### src/inc/rcs_defs.svh
// Constants for the run command source selector.
// Assumes inclusion by package and design; definitions only.
`ifndef RCS_DEFS_SVH
`define RCS_DEFS_SVH
`define RCS_SRC_KEYPAD   2'h0
`define RCS_SRC_TERMINAL 2'h1
`define RCS_SRC_COMM     2'h2
`define RCS_SCH_2W1      2'h0
`define RCS_SCH_2W2      2'h1
`define RCS_SCH_3W1      2'h2
`define RCS_SCH_3W2      2'h3
`define RCS_FN_FWD       7'h01
`define RCS_FN_REV       7'h02
`define RCS_FN_3WEN      7'h03
`define RCS_FN_JOGF      7'h04
`define RCS_FN_JOGR      7'h05
`define RCS_FN_COAST     7'h06
`define RCS_FN_FRESET    7'h07
`define RCS_FN_MAX       7'h5f
`define RCS_NUM_INPUTS   9
`define RCS_SCH_RESET    2'h0
`endif

### src/inc/rcs_pkg.sv
// Types for the run command source selector.
// Assumes rcs_defs.svh is on the include path.
`include "rcs_defs.svh"
package rcs_pkg;
  typedef logic [6:0] rcs_func_t;
  // Decoded terminal requests
  typedef struct packed {
    logic forward_run_input;
    logic reverse_run_input;
    logic en3;
    logic jogF;
    logic jogR;
    logic coast;
    logic faultReset;
  } rcs_term_s;
  // Run command as seen by the drive
  typedef struct packed {
    logic run;
    logic reverse;
    logic jog;
    logic coast;
    logic faultReset;
  } rcs_cmd_s;
  typedef enum logic [1:0] {
    RCS_STOPPED = 2'b01,
    RCS_RUNNING = 2'b10
  } rcs_state_e;
endpackage
### src/hdl/rcs_run_command_source_select.sv
// Run command source selector: keypad, terminals or link drive run state.
// Assumes synchronous settings from the same clock; terminal pins are async.
`timescale 1ns/1ps
`include "rcs_defs.svh"
module rcs_run_command_source_select #(
  parameter int NUM_IN = `RCS_NUM_INPUTS
) (
  input  wire logic                   clk,
  input  wire logic                   reset,
  input  wire logic [1:0]             commandSourceSelect,
  input  wire logic [1:0]             terminalSchemeSelect,
  input  wire logic [NUM_IN*7-1:0]    inputFunctionSelect,
  input  wire logic [NUM_IN-1:0]      multifunctionInputs,
  input  wire logic                   runKey,
  input  wire logic                   stopKey,
  input  wire logic                   commStart,
  input  wire logic                   commStop,
  input  wire logic                   commReverse,
  input  wire logic                   commJog,
  input  wire logic                   otherStop,
  output logic                        driveRun,
  output logic                        driveReverse,
  output logic                        driveJog,
  output logic                        driveCoast,
  output logic                        driveFaultReset,
  output logic                        runIndicator
);

  //////////////////////////////////////////////////////////////////////
  // Pin synchronisers and edge history
  logic [NUM_IN-1:0] pinMeta_reg;
  logic [NUM_IN-1:0] pinMeta_next;
  logic [NUM_IN-1:0] pinSync_reg;
  logic [NUM_IN-1:0] pinSync_next;
  rcs_pkg::rcs_term_s termPrev_reg;
  rcs_pkg::rcs_term_s termPrev_next;
  rcs_pkg::rcs_term_s term;

  always_comb begin
    pinMeta_next = multifunctionInputs;
    pinSync_next = pinMeta_reg;
    termPrev_next = term;
  end

  always_ff @(posedge clk) begin
    if (reset) begin
      pinMeta_reg <= '0;
      pinSync_reg <= '0;
      termPrev_reg <= '0;
    end else begin
      pinMeta_reg <= pinMeta_next;
      pinSync_reg <= pinSync_next;
      termPrev_reg <= termPrev_next;
    end
  end

  //////////////////////////////////////////////////////////////////////
  // Map each input to its function; codes outside 1-7 add nothing
  always_comb begin
    rcs_pkg::rcs_func_t fn;
    fn = '0;
    term = '0;
    for (int i = 0; i < NUM_IN; i++) begin
      fn = inputFunctionSelect[i*7 +: 7];
      if (pinSync_reg[i]) begin
        unique case (fn)
          `RCS_FN_FWD:    term.forward_run_input = 1'b1;
          `RCS_FN_REV:    term.reverse_run_input = 1'b1;
          `RCS_FN_3WEN:   term.en3 = 1'b1;
          `RCS_FN_JOGF:   term.jogF = 1'b1;
          `RCS_FN_JOGR:   term.jogR = 1'b1;
          `RCS_FN_COAST:  term.coast = 1'b1;
          `RCS_FN_FRESET: term.faultReset = 1'b1;
          default: ;
        endcase
      end
    end
  end

  wire logic fwdRise = term.forward_run_input & ~termPrev_reg.forward_run_input;
  wire logic revRise = term.reverse_run_input & ~termPrev_reg.reverse_run_input;
  wire logic revChg  = term.reverse_run_input ^ termPrev_reg.reverse_run_input;

  //////////////////////////////////////////////////////////////////////
  // Run state
  rcs_pkg::rcs_state_e state_reg;
  rcs_pkg::rcs_state_e state_next;
  logic rev_reg;
  logic rev_next;
  logic lockout_reg;
  logic lockout_next;
  rcs_pkg::rcs_cmd_s out_reg;
  rcs_pkg::rcs_cmd_s out_next;

  always_comb begin
    logic twoWire;
    logic want;
    logic wantRev;
    twoWire = (terminalSchemeSelect == `RCS_SCH_2W1) ||
              (terminalSchemeSelect == `RCS_SCH_2W2);
    want = 1'b0;
    wantRev = 1'b0;
    state_next = state_reg;
    rev_next = rev_reg;
    lockout_next = lockout_reg;
    out_next = '0;
    unique case (commandSourceSelect)
      `RCS_SRC_KEYPAD: begin
        lockout_next = 1'b0;
        if (state_reg == rcs_pkg::RCS_RUNNING && (stopKey || otherStop)) begin
          state_next = rcs_pkg::RCS_STOPPED;
        end else if (state_reg == rcs_pkg::RCS_STOPPED && runKey) begin
          state_next = rcs_pkg::RCS_RUNNING;
          rev_next = 1'b0;
        end
      end
      `RCS_SRC_COMM: begin
        lockout_next = 1'b0;
        if (commStop || otherStop) begin
          state_next = rcs_pkg::RCS_STOPPED;
        end else if (commStart) begin
          state_next = rcs_pkg::RCS_RUNNING;
          rev_next = commReverse;
        end
      end
      `RCS_SRC_TERMINAL: begin
        if (twoWire) begin
          if (terminalSchemeSelect == `RCS_SCH_2W1) begin
            want = term.forward_run_input ^ term.reverse_run_input;
            wantRev = term.reverse_run_input;
          end else begin
            want = term.forward_run_input;
            wantRev = term.reverse_run_input;
          end
          if (!want) begin
            lockout_next = 1'b0;
          end else if (otherStop || stopKey) begin
            lockout_next = 1'b1;
          end
          if (want && !lockout_reg && !otherStop && !stopKey) begin
            state_next = rcs_pkg::RCS_RUNNING;
            rev_next = wantRev;
          end else begin
            state_next = rcs_pkg::RCS_STOPPED;
          end
        end else begin
          lockout_next = 1'b0;
          if (!term.en3 || otherStop) begin
            state_next = rcs_pkg::RCS_STOPPED;
          end else if (terminalSchemeSelect == `RCS_SCH_3W1) begin
            if (state_reg == rcs_pkg::RCS_STOPPED && fwdRise) begin
              state_next = rcs_pkg::RCS_RUNNING;
              rev_next = term.reverse_run_input;
            end else if (state_reg == rcs_pkg::RCS_RUNNING && revChg) begin
              rev_next = ~rev_reg;
            end
          end else begin
            if (fwdRise) begin
              state_next = rcs_pkg::RCS_RUNNING;
              rev_next = 1'b0;
            end else if (revRise) begin
              state_next = rcs_pkg::RCS_RUNNING;
              rev_next = 1'b1;
            end
          end
        end
      end
      default: state_next = rcs_pkg::RCS_STOPPED;
    endcase
    // Jog only from the selected source while not running
    if (state_next == rcs_pkg::RCS_STOPPED) begin
      if (commandSourceSelect == `RCS_SRC_TERMINAL && (term.jogF ^ term.jogR)) begin
        out_next.jog = 1'b1;
        out_next.reverse = term.jogR;
      end else if (commandSourceSelect == `RCS_SRC_COMM && commJog) begin
        out_next.jog = 1'b1;
        out_next.reverse = commReverse;
      end
    end else begin
      out_next.run = 1'b1;
      out_next.reverse = rev_next;
    end
    if (commandSourceSelect == `RCS_SRC_TERMINAL) begin
      out_next.coast = term.coast;
      out_next.faultReset = term.faultReset;
    end
  end

  always_ff @(posedge clk) begin
    if (reset) begin
      state_reg <= rcs_pkg::RCS_STOPPED;
      rev_reg <= 1'b0;
      lockout_reg <= 1'b0;
      out_reg <= '0;
    end else begin
      state_reg <= state_next;
      rev_reg <= rev_next;
      lockout_reg <= lockout_next;
      out_reg <= out_next;
    end
  end

  always_comb begin
    driveRun = out_reg.run;
    driveReverse = out_reg.reverse;
    driveJog = out_reg.jog;
    driveCoast = out_reg.coast;
    driveFaultReset = out_reg.faultReset;
    runIndicator = out_reg.run;
  end

endmodule

### config.mk
export PLATFORM = sky130hd
export DESIGN_NAME = rcs_run_command_source_select
export DESIGN_NICKNAME = d
export VERILOG_FILES = /design/src/inc/rcs_pkg.sv /design/src/hdl/rcs_run_command_source_select.sv
export VERILOG_INCLUDE_DIRS = /design/src /design/src/inc
export SDC_FILE = /design/constraint.sdc
export NUM_CORES = 1
export LEC_CHECK = 0
export BUFFER_PORTS_ARGS = -buffer_cell sky130_fd_sc_hd__buf_2
export CAP_MARGIN = 25
export CORE_ASPECT_RATIO = 1.25
export CORE_MARGIN = 10
export CORE_UTILIZATION = 52
export DETAILED_ROUTE_END_ITERATION = 10
export PLACE_DENSITY = 0.88
export RECOVER_POWER = 100
export SLEW_MARGIN = 20
export SYNTH_ARGS = -nofsm -noshare
export SYNTH_HDL_FRONTEND = slang
export SYNTH_SLANG_ARGS = --single-unit
### constraint.sdc
create_clock -name clk -period 7.8 [get_ports clk]
set_input_delay 1.56 -clock clk [delete_from_list [all_inputs] [get_ports clk]]
set_output_delay 1.56 -clock clk [all_outputs]
set_load 0.02 [all_outputs]
==> results <==
- The run finished with clean final reports.
- The standard-cell row count is 25.
- The startpoint of the worst setup timing path is inputFunctionSelect[12].
- The total die area is around 7000 um2.
- The average wire length per cell after detail routing is 17.4 um.
- The worst setup path is captured at a register.
- The portion of synthesized cell area occupied by the leading cell type is 0.278.
- CTS built an H-tree with a depth of 2.
- The first-pass iteration count of the detailed router is 5.
- The number of max-slew violations in the final report is 0.
- During placement, the flow inserted port buffers numbering 90.
- Of all cell types, the one taking the most synthesized area is sky130_fd_sc_hd__dfxtp_1.
- The synthesized netlist occupies a cell area of around 2100 um2.
- In this run the post-CTS setup repair buffer count came out at 0.
- In the layout the commonest cells are sky130_fd_sc_hd__buf_2 (83), sky130_fd_sc_hd__dfxtp_1 (29), sky130_fd_sc_hd__nor2_1 (23).
- In this run the worst hold path is classified as register to register.
- Power spread over the standard cell area amounts to between 100 and 150 nW/um2.
- The final instance area is ~2600 um2.
- The count of cells resized by post-cts repair is 0.
- For the pin with the worst max-slew slack, the measured transition is 1.24 ns.
- Counting every net in the synthesized netlist gives 345.
- The clock passes through at most 2 buffers.
- Entering global routing, the biggest net connects 31 pins.
- The final number of hold-violating endpoints came to 0.
- The tree is rooted in a sky130_fd_sc_hd__clkbuf_8.
- The remaining antenna violation count is 0.
- The data required time of the worst path is 7.96 ns.
- The number of clock sinks is 29.
- The number of enable flip-flop cells after synthesis is 0.
- The number of max-cap violations is 0.
- The launching element type of the critical path is a primary input.
- The cell count of the worst reg-to-reg path is 12.
- 0 antenna diodes ended up in the layout.
- The primary flip-flop cell chosen by synthesis mapping is sky130_fd_sc_hd__dfxtp_1.
- The via count of the first global-routing pass is 2445.
- The leading cell type in the layout, fill and taps excluded is sky130_fd_sc_hd__buf_2.
- Across every metal layer, demand over resource in global routing totals 0.201.
- The relative slew slack is 0.175.
- Ranked by total cell area, the synthesized netlist is headed by sky130_fd_sc_hd__dfxtp_1 (28%), sky130_fd_sc_hd__nor2b_1 (6.6%), sky130_fd_sc_hd__nor2_1 (4.1%).
- The top fanout value on the critical path is 4.
- The synthesized instance count is 259.
- The total of flip-flops plus latches after synthesis is 29.
- The post-route clock period utilization is 0.558.
- The count of synthesis-stage warnings from yosys is 0.
- In this run, post-CTS hold repair placed 0 buffers.
- The TritonCTS clock tree is done.
- The I/O pin count is ~90.
- The last weighted congestion value of the routability-driven placer is 0.986.
- For this run, the share of the core covered by cells in the final layout is 0.693.
- The signal arrival time at the worst endpoint is 4.52 ns.
- The total cell area at the placement stage is 2570 um2.
- Setup repair after global routing left no endpoint under its margin.
- Static timing analysis puts the maximum clock frequency at 230 MHz.
- The first global-routing pass estimated around 12000 um of wire.
- The worst setup path endpoint is driveReverse$_SDFF_PP0_.
- In this run the critical register-to-register path is captured at driveReverse$_SDFF_PP0_.
- The clock reaches the later pin of the worst-skew pair after around 0.28 ns.
- The critical path is of the primary input to register type.
- The final critical delay including setup and external delays is around 4.4 ns.
- The total clock buffers created by CTS is 5.
- For this run, the register share of the synthesized area comes to 0.278.
- For this run the aggregate overflow at the end of global routing stands at 0.
- The startpoint identified for the worst register-to-register timing path is pinSync_reg[8]$_SDFF_PP0_.
- The via count is 2479.
- Summed over all failing endpoints, the final setup total negative slack is 0 ns.
- The height of the die is 90.8 um.
- The initial standard-cell utilization of the core is 0.547.
- Of the cells placed in the final design, the portion with a size suffix greater than 1 is 0.304.
- Detailed placement ended at an HPWL of 5850 um.
- The number of violations reported at the end of detailed-routing iteration 0 is roughly 270.
- The peak supply drop is 0.000130 V.
- In this run the register-to-register setup slack is 4.61 ns.
- The static leakage power is 0.00105 uW.
- The remaining routing DRC violations is 0.
- The fraction of synthesis flops using an asynchronous set or reset pin is 0.
- In this run the standard cell core region covers 3820 um2.
- The initial antenna violation count is 0.
- The clock arrives with 0.00863 ns of skew.
- After detailed routing, the number of vias per cell comes to 6.15.
- The post-synthesis area per instance is 8.06 um2.
- The distinct cell type count of the synthesized netlist is 60.
- The total power after layout is between 300 and 400 uW.
- The post-route worst hold slack is 0.438 ns.
- The die is 76.7 um wide.
- Clock-pin slew was measured on the worst setup and hold paths at 0.06 ns.
- The synthesis-to-finish area growth is 26.8%.
- In the final design database the tool counted 434 nets.
- The final routed wirelength across all metal layers is 7000 um.
- The count of final setup violators is 0.
[worst max-delay path, stage by stage]
cell                        delay, ns
sky130_fd_sc_hd__buf_2           0.10
sky130_fd_sc_hd__or4b_1          0.60
sky130_fd_sc_hd__nor4_1          0.32
sky130_fd_sc_hd__a2111oi_0       0.17
sky130_fd_sc_hd__and3_1          0.26
sky130_fd_sc_hd__inv_1           0.09
sky130_fd_sc_hd__ha_1            0.25
sky130_fd_sc_hd__nor3_1          0.24
sky130_fd_sc_hd__and3_1          0.19
sky130_fd_sc_hd__a211oi_1        0.05
sky130_fd_sc_hd__nor3b_1         0.25
sky130_fd_sc_hd__o22ai_2         0.10
sky130_fd_sc_hd__mux2_1          0.35
[metal layers]
layer / global-route usage / part of all wire / up-vias
met3: 0.0508 / 0.074 / 26
met4: 0.0637 / 0.031 / 0
met2: 0.351 / 0.50 / 150
li1: - / - / 1190
met5: 0 / 0 / -
met1: 0.232 / 0.39 / 1113
[final cells by class]
cell class,count,area [um2]
clock buffer,6,82.6
inverter,12,45.0
sequential,29,581
fill,361,1170
multi-input combinational,210,1420
tap,54,67.6
timing repair buffer,90,442
clock inverter,2,13.8
[worst min path at each step]
| stage | endpoint | slack [ns] | depth (start not counted) | start |
|---|---|---|---|---|
| after floorplan | pinSync_reg[0]$_SDFF_PP0_ | 0.41 | 1 | pinMeta_reg[0]$_SDFF_PP0_ |
| final | pinSync_reg[3]$_SDFF_PP0_ | 0.44 | 1 | pinMeta_reg[3]$_SDFF_PP0_ |
| after CTS | pinSync_reg[3]$_SDFF_PP0_ | 0.44 | 1 | pinMeta_reg[3]$_SDFF_PP0_ |
| after detailed placement | pinSync_reg[3]$_SDFF_PP0_ | 0.43 | 1 | pinMeta_reg[3]$_SDFF_PP0_ |
| after global routing | pinSync_reg[3]$_SDFF_PP0_ | 0.46 | 1 | pinMeta_reg[3]$_SDFF_PP0_ |
| after global placement | pinSync_reg[1]$_SDFF_PP0_ | 0.42 | 1 | pinMeta_reg[1]$_SDFF_PP0_ |
[synth_stat cells, drive strengths merged, types with 7 or more instances]
cell type / n
dfxtp: 29
nor2: 23
nor2b: 22
nor3: 16
nand3: 15
nor4: 15
inv: 12
nand2b: 11
a21oi: 9
nand2: 9
nand4: 9
a31oi: 8
or4b: 7
[kinds of logic (layout without fill, tap and decap cells)]
kind of cell,Yosys count,after routing,synth area share
compound gates,48,48,0.175
buf+inv,20,110,0.0390
mux,2,2,0.0108
flops,29,29,0.278
fa+ha+maj,1,1,0.00599
xor+xnor,4,4,0.0168
simple gates,155,155,0.474
[per-stage QoR]
stage | setup slack [ns] | std cells
floorplan | 3.75 | 259
global placement | 3.40 | 395
detailed placement | 3.27 | 395
CTS | 3.55 | 403
global route | 3.27 | 403
finish | 3.45 | 403
[power breakdown]
| group | switching (uW) | internal [uW] | total (uW) |
|---|---|---|---|
| logic | 34.1 | 27.9 | 62.0 |
| clock network | 57.7 | 71.3 | 129 |
| registers | 3.21 | 154 | 157 |
Note: power is estimated with default switching activity, not from simulation.
